**config.mk**
```make
export PLATFORM = sky130hd
export DESIGN_NAME = fac_host
export DESIGN_NICKNAME = d
export VERILOG_FILES = /design/src/design/fac_host.v
export VERILOG_INCLUDE_DIRS = /design/src /design/src/design
export SDC_FILE = /design/constraint.sdc
export NUM_CORES = 1
export LEC_CHECK = 0
export BUFFER_PORTS_ARGS = -buffer_cell sky130_fd_sc_hd__clkbuf_2
export CORE_AREA = 8 8 93 95
export CTS_BUF_LIST = sky130_fd_sc_hd__clkbuf_4 sky130_fd_sc_hd__clkbuf_8
export DETAILED_ROUTE_END_ITERATION = 7
export DIE_AREA = 0 0 101 103
export GPL_TIMING_DRIVEN = 0
export MAX_ROUTING_LAYER = met4
export PLACE_DENSITY = 0.95
export RECOVER_POWER = 50
export SLEW_MARGIN = 15
export SYNTH_ARGS = -nofsm -noshare
export SYNTH_HDL_FRONTEND = slang
export SYNTH_SLANG_ARGS = --single-unit
```
**constraint.sdc**
```tcl
create_clock -name I_CLK -period 6.6 [get_ports I_CLK]
set_clock_uncertainty 0.1 [all_clocks]
set_input_delay 1.32 -clock I_CLK [delete_from_list [all_inputs] [get_ports I_CLK]]
set_output_delay 1.32 -clock I_CLK [all_outputs]
set_load 0.005 [all_outputs]
```
**src/design/fac_defines.vh**
```
/*
 Constants for the flash command host: command bytes, autoselect offsets,
 protection codes and strobe timing. Assumes a 50 MHz host clock.
*/
`ifndef FAC_DEFINES_VH
`define FAC_DEFINES_VH
// ==========================================================
// Command bytes and unlock addresses
`define FAC_UNLOCK1_ADDR 19'h00555
`define FAC_UNLOCK2_ADDR 19'h002AA
`define FAC_UNLOCK1_DATA 8'hAA
`define FAC_UNLOCK2_DATA 8'h55
`define FAC_CMD_AUTOSEL 8'h90
`define FAC_CMD_PROGRAM 8'hA0
`define FAC_CMD_ERASE_SETUP 8'h80
`define FAC_CMD_SECT_ERASE 8'h30
`define FAC_CMD_CHIP_ERASE 8'h10
`define FAC_CMD_RESET 8'hF0
// ==========================================================
// Autoselect read offsets and protection answers
`define FAC_AS_MANUF 8'h00
`define FAC_AS_DEVICE 8'h01
`define FAC_AS_PROTECT 8'h02
`define FAC_AS_CONT 8'h03
`define FAC_PROT_YES 8'h01
`define FAC_PROT_NO 8'h00
// ==========================================================
// Command codes of the user port
`define FAC_OP_READ 3'h0
`define FAC_OP_AUTOSEL 3'h1
`define FAC_OP_PROGRAM 3'h2
`define FAC_OP_SECT_ERASE 3'h3
`define FAC_OP_CHIP_ERASE 3'h4
`define FAC_OP_RESET 3'h5
`define FAC_OP_ID_READ 3'h6
// ==========================================================
// Timing: glitch filter width in ns, strobe phase length in ns
`define FAC_GLITCH_NS 5
`define FAC_PHASE_NS 60
`define FAC_CLK_NS 20
`define FAC_PHASE_CYC ((`FAC_PHASE_NS + `FAC_CLK_NS - 1) / `FAC_CLK_NS)
`endif

```
**src/design/fac_host.v**
```verilog
/*
 Host controller that drives an asynchronous parallel flash through its
 strobes: unlock sequences, program, erase, autoselect, reset and reads.
 Assumes the flash pins are wired directly and the device is a separate
 chip; the ready/busy pin arrives asynchronously and is synchronised.
*/
`timescale 1ns/1ps
`include "fac_defines.vh"

module fac_host #(
   parameter AW = 19,
   parameter PHASE = `FAC_PHASE_CYC
) (
   // Clock and reset
   input wire I_CLK,
   input wire I_RST_N,
   // User command port
   input wire I_REQ,
   input wire [2:0] I_OP,
   input wire [AW-1:0] I_ADDR,
   input wire [7:0] I_WDATA,
   input wire I_ID_HV,
   output reg O_BUSY,
   output reg O_DONE,
   output reg [7:0] O_RDATA,
   output reg O_ID_HV_REQ,
   output reg O_RESET_HV_REQ,
   // Flash pins
   output reg [AW-1:0] O_A,
   output reg [7:0] O_DQ_O,
   output reg O_DQ_OE,
   input wire [7:0] I_DQ,
   output reg O_CE_N,
   output reg O_OE_N,
   output reg O_WE_N,
   input wire I_READY_BUSY_N
);
   localparam S_IDLE = 5'b00001;
   localparam S_WSET = 5'b00010;
   localparam S_WLOW = 5'b00100;
   localparam S_WHOLD = 5'b01000;
   localparam S_READ = 5'b10000;

   reg [4:0] state_reg;
   reg [2:0] op_reg;
   reg [AW-1:0] addr_reg;
   reg [7:0] data_reg;
   reg [2:0] step_reg;
   reg [2:0] nsteps_reg;
   reg [7:0] cnt_reg;
   reg rb_meta_reg;
   reg rb_sync_reg;

   // Address and data of one bus cycle of the current command sequence
   // Bytes come from named constants, kept apart from logic
   function [AW+7:0] seq_word;
      input [2:0] op;
      input [2:0] step;
      input [AW-1:0] a;
      input [7:0] d;
      begin
         seq_word = {`FAC_UNLOCK1_ADDR, `FAC_CMD_RESET};
         case (step)
            3'h0: begin
               // Reset is one cycle with no unlock
               if (op == `FAC_OP_RESET)
                  seq_word = {`FAC_UNLOCK1_ADDR, `FAC_CMD_RESET};
               else
                  seq_word = {`FAC_UNLOCK1_ADDR, `FAC_UNLOCK1_DATA};
            end
            3'h1: seq_word = {`FAC_UNLOCK2_ADDR, `FAC_UNLOCK2_DATA};
            3'h2: begin
               case (op)
                  `FAC_OP_AUTOSEL:
                     seq_word = {`FAC_UNLOCK1_ADDR, `FAC_CMD_AUTOSEL};
                  `FAC_OP_PROGRAM:
                     seq_word = {`FAC_UNLOCK1_ADDR, `FAC_CMD_PROGRAM};
                  default:
                     seq_word = {`FAC_UNLOCK1_ADDR, `FAC_CMD_ERASE_SETUP};
               endcase
            end
            3'h3: begin
               if (op == `FAC_OP_PROGRAM)
                  seq_word = {a, d};
               else
                  seq_word = {`FAC_UNLOCK1_ADDR, `FAC_UNLOCK1_DATA};
            end
            3'h4: seq_word = {`FAC_UNLOCK2_ADDR, `FAC_UNLOCK2_DATA};
            3'h5: begin
               if (op == `FAC_OP_SECT_ERASE)
                  seq_word = {a, `FAC_CMD_SECT_ERASE};
               else
                  seq_word = {`FAC_UNLOCK1_ADDR, `FAC_CMD_CHIP_ERASE};
            end
            // A stray step writes reset, device back to read
            default: seq_word = {`FAC_UNLOCK1_ADDR, `FAC_CMD_RESET};
         endcase
      end
   endfunction

   // Number of write cycles in each sequence; full unlock first in every sequence except reset
   function [2:0] seq_len;
      input [2:0] op;
      begin
         case (op)
            `FAC_OP_AUTOSEL: seq_len = 3'h3;
            `FAC_OP_PROGRAM: seq_len = 3'h4;
            `FAC_OP_SECT_ERASE: seq_len = 3'h6;
            `FAC_OP_CHIP_ERASE: seq_len = 3'h6;
            default: seq_len = 3'h1;
         endcase
      end
   endfunction

   // Ready/busy is asynchronous, two flops before use
   always @(posedge I_CLK) begin
      if (!I_RST_N) begin
         rb_meta_reg <= 1'b0;
         rb_sync_reg <= 1'b0;
      end else begin
         rb_meta_reg <= I_READY_BUSY_N;
         rb_sync_reg <= rb_meta_reg;
      end
   end

   // Main sequencer; WE low lasts PHASE cycles, the hold after it PHASE+1
   // Pulses stay far wider than the device noise filter
   always @(posedge I_CLK) begin
      if (!I_RST_N) begin
         state_reg <= S_IDLE;
         op_reg <= 3'h0;
         addr_reg <= {AW{1'b0}};
         data_reg <= 8'h00;
         step_reg <= 3'h0;
         nsteps_reg <= 3'h0;
         cnt_reg <= 8'h00;
         O_BUSY <= 1'b0;
         O_DONE <= 1'b0;
         O_RDATA <= 8'h00;
         O_ID_HV_REQ <= 1'b0;
         O_RESET_HV_REQ <= 1'b0;
         O_A <= {AW{1'b0}};
         O_DQ_O <= 8'h00;
         O_DQ_OE <= 1'b0;
         O_CE_N <= 1'b1;
         O_OE_N <= 1'b1;
         O_WE_N <= 1'b1; // WE high from reset
      end else begin
         O_DONE <= 1'b0;
         case (state_reg)
            S_IDLE: begin
               if (I_REQ) begin
                  op_reg <= I_OP;
                  addr_reg <= I_ADDR;
                  data_reg <= I_WDATA;
                  step_reg <= 3'h0;
                  nsteps_reg <= seq_len(I_OP);
                  cnt_reg <= 8'h00;
                  O_BUSY <= 1'b1;
                  if (I_OP == `FAC_OP_READ || I_OP == `FAC_OP_ID_READ) begin
                     // Read: array, status or ID.
                     state_reg <= S_READ;
                     O_A <= I_ADDR;
                     O_CE_N <= 1'b0;
                     O_OE_N <= 1'b0;
                     // Elevated A9 and A6 low for programmer ID.
                     O_ID_HV_REQ <= (I_OP == `FAC_OP_ID_READ) & I_ID_HV;
                     if ((I_OP == `FAC_OP_ID_READ) & I_ID_HV)
                        O_A[6] <= 1'b0;
                  end else begin
                     state_reg <= S_WSET;
                  end
               end
            end
            S_WSET: begin
               // Address, data and CE low set together, one cycle before WE falls
               {O_A, O_DQ_O} <= seq_word(op_reg, step_reg, addr_reg,
                                         data_reg);
               O_DQ_OE <= 1'b1;
               O_OE_N <= 1'b1; // OE high needed to write
               O_CE_N <= 1'b0;
               cnt_reg <= 8'h00;
               state_reg <= S_WLOW;
            end
            S_WLOW: begin
               O_WE_N <= 1'b0;
               cnt_reg <= cnt_reg + 8'h01;
               if (cnt_reg == PHASE[7:0]) begin
                  // WE rises first; data held past it.
                  O_WE_N <= 1'b1;
                  cnt_reg <= 8'h00;
                  state_reg <= S_WHOLD;
               end
            end
            S_WHOLD: begin
               cnt_reg <= cnt_reg + 8'h01;
               if (cnt_reg == PHASE[7:0]) begin
                  O_CE_N <= 1'b1;
                  O_DQ_OE <= 1'b0;
                  cnt_reg <= 8'h00;
                  if (step_reg + 3'h1 == nsteps_reg) begin
                     // Algorithm ends on its own; wait for ready.
                     // A protected target just ends unchanged
                     if (rb_sync_reg) begin
                        state_reg <= S_IDLE;
                        O_BUSY <= 1'b0;
                        O_DONE <= 1'b1;
                     end
                  end else begin
                     step_reg <= step_reg + 3'h1;
                     state_reg <= S_WSET;
                  end
               end
            end
            S_READ: begin
               cnt_reg <= cnt_reg + 8'h01;
               if (cnt_reg == PHASE[7:0] + PHASE[7:0]) begin
                  // Byte is ID, protect code or status as device chooses
                  O_RDATA <= I_DQ;
                  O_CE_N <= 1'b1;
                  O_OE_N <= 1'b1;
                  O_ID_HV_REQ <= 1'b0;
                  O_BUSY <= 1'b0;
                  O_DONE <= 1'b1;
                  state_reg <= S_IDLE;
               end
            end
            default: begin
               state_reg <= S_IDLE;
               O_BUSY <= 1'b0;
            end
         endcase
         // Temporary unprotect is left to the board; held low.
         if (state_reg == S_IDLE && I_REQ)
            O_RESET_HV_REQ <= 1'b0;
      end
   end
endmodule

```
==> results.json <==
{
  "drive_gt1_share_pct": 13.57,
  "ys.flop_type": "dfxtp_1",
  "cp_max_fo": 10,
  "dp_cells": 702,
  "stdcell_area_um2": 4976,
  "syn_area_per_cell_um2": 8.204,
  "crit_buf_inv": 2,
  "place_area_um2": 4802,
  "reg2reg_depth": 8,
  "grt_usage_pct": 25.63,
  "syn_inst": 519,
  "yosys.area_share.adder_pct": 2.057,
  "ys_seq_area_share_pct": 43.73,
  "cts_buffer_depth": 2,
  "crit_type": "in2reg",
  "r2r_end": "O_WE_N",
  "synth_warnings": 0,
  "cp_slowest_stage_delay_ns": 0.57,
  "drv_slew": 0,
  "cts.sinks": 93,
  "ys_types": 64,
  "grt_max_degree": 17,
  "status": "completed",
  "final_cell_mix": "93 x dfxtp_1, 85 x nand2_1, 66 x a21oi_1, 63 x clkbuf_1, 48 x clkbuf_2",
  "synth_nets": 569,
  "die_area_um2": 10400,
  "synth_edf_count": 0,
  "r2r_setup_slack_ns": 3.65,
  "synth_xor_area_share_pct": 1.440,
  "die_y_um": 103,
  "cts_made_buffers": 9,
  "setup_slack_ns": 3.383,
  "antenna_found_initial": 0,
  "setup_viol": 0,
  "arrival_ns": 3.41,
  "io_pins": 86,
  "clock_latency_ns": 0.37,
  "fin_setup_tns_ns": 0,
  "whs_endpoint": "rb_sync_reg",
  "relSlewSlack_pct": 41.75,
  "grt_pass1_vias": 4314,
  "max_freq_mhz": 310.8,
  "synth_top_area_cell": "dfxtp_1",
  "drc": 0,
  "fin_util_pct": 69.72,
  "via_per_inst": 6.078,
  "start_util_pct": 59.66,
  "min_path_cells": 1,
  "ctsHoldBuffers": 0,
  "path_clk_slew_ns": 0.09,
  "drtIter0Drc": 450,
  "routabilityCongestion": 0.9265,
  "drt-wirelength-per-cell_um": 17.79,
  "synth-simple-area-share_pct": 23.16,
  "core_area_um2": 7137,
  "grt-ovfl-total": 0,
  "wl_mm": 12.78,
  "cts_resized": 0,
  "worstMarginPinSlew_ns": 0.8719,
  "dpl.hpwl_mm": 9.468,
  "stdcell_count": 718,
  "cap_violations": 0,
  "h-tree-depth": 3,
  "layout_commonest_cell": "dfxtp_1",
  "synth_top_cell_area_share_pct": 43.73,
  "hp-start": "rb_meta_reg",
  "post_cts.repair.setup_buffers": 0,
  "firstDrtPassIters": 5,
  "rows": 31,
  "die_width_um": 101,
  "insertedDiodeCount": 0,
  "p_leak_nw": 1.866,
  "synth_compound_area_share_pct": 22.98,
  "ir_worst_vdd_uv": 183.3,
  "synth_top_family_by_area": "simple AND/OR/NAND/NOR gates",
  "cts_tree": "done",
  "fin_nets": 664,
  "netlist_area_um2": 4258,
  "muxShareOfSynthArea_pct": 1.881,
  "required_ns": 6.79,
  "hold_path_class": "reg2reg",
  "synth_area_leaders": "dfxtp_1 44%, a21oi_1 7.8%, nand2_1 7.5%, nor2_1 3.4%, o21ai_0 3.4%",
  "crit_chain": "clkbuf_2 > xor2_1 > nor4_4 > nor2_1 > clkbuf_1 > nand2_1 > a21oi_1",
  "period_needed_ns": 3.217,
  "vias": 4364,
  "cts_root_buf": "clkbuf_8",
  "synth-async-reset-ratio_pct": 0,
  "portBuffers": 84,
  "grt_pass1_wl_mm": 20.60,
  "ys_seq_elements": 93,
  "post-place-ws_ns": 3.147,
  "antenna_left": 0,
  "fin_crit_sh_pct": 48.75,
  "startpoint_type": "input pin",
  "cp_top_family": "simple AND/OR/NAND/NOR gates",
  "end_kind": "flip-flop",
  "r2r-start": "step_reg[2]",
  "p_per_area_nw_per_um2": 281.8,
  "area_delta_synth_final_pct": 16.87,
  "rsz0062_at_grt": "no",
  "final_hold_viol_count": 0,
  "slowest_stage": "nor2_1"
}
layer usage:
| metal | GRT usage, % | up-vias | wire length, µm |
|---|---|---|---|
| li1 | - | 2030 | - |
| met1 | 29.79 | 2052 | 5151 |
| met2 | 43.25 | 247 | 6262 |
| met3 | 3.781 | 35 | 1063 |
| met4 | 11.23 | 0 | 299 |
| met5 | - | - | 0 |
cell usage after synthesis (7+ instances only):
cell	instances
o21ai_0	29
dfxtp_1	93
or3_1	9
ha_1	7
clkbuf_1	27
nor2_1	39
nand2_1	85
mux2i_1	8
a21oi_1	66
nor2b_1	10
inv_1	14
nor3_1	14
a221oi_1	8
stage by stage:
| step | hold slack, ns | power (mW) |
|---|---|---|
| 2_1_floorplan | 0.3119 | 0.8662 |
| 3_5_place_dp | 0.3267 | 0.9803 |
| 3_3_place_gp | 0.3150 | 0.9641 |
| 4_1_cts | 0.3480 | 1.403 |
| 6_report | 0.3435 | 1.402 |
| 5_1_grt | 0.3670 | 1.463 |
where the power goes:
group | leakage, nW | switching, mW | total, mW | internal [mW]
registers | 0.758 | 0.0347 | 0.653 | 0.618
clock network | 0.111 | 0.210 | 0.431 | 0.221
logic | 0.998 | 0.205 | 0.318 | 0.113
total | 1.87 | 0.450 | 1.40 | 0.953
cell families after synthesis:
group | after synthesis
fa+ha+maj | 7
flops | 93
xor+xnor | 7
mux | 8
buf+inv | 48
other cells | 1
compound gates | 156
simple gates | 199
worst max-delay path by stage:
stage,from,depth (start not counted),slack [ns],end
2_1_floorplan,I_OP[2],6,3.88,O_A[6]
3_3_place_gp,I_OP[1],7,3.15,O_CE_N
3_5_place_dp,I_OP[1],7,3.15,O_A[6]
4_1_cts,I_OP[1],7,3.46,O_A[6]
5_1_grt,I_OP[1],7,3.31,O_A[14]
6_report,I_OP[1],7,3.38,O_A[6]
cell type report:
| class | count | area [µm²] |
|---|---|---|
| Clock inverter | 6 | 93.84 |
| Buffer | 34 | 146.4 |
| Clock buffer | 10 | 131.4 |
| Multi-Input combinational cell | 378 | 2191 |
| Timing Repair Buffer | 84 | 375.4 |
| Sequential cell | 93 | 1862 |
| Fill cell | 579 | 2161 |
| Inverter | 14 | 52.55 |
| Tap cell | 99 | 123.9 |
(Power assumes the default switching activity.)
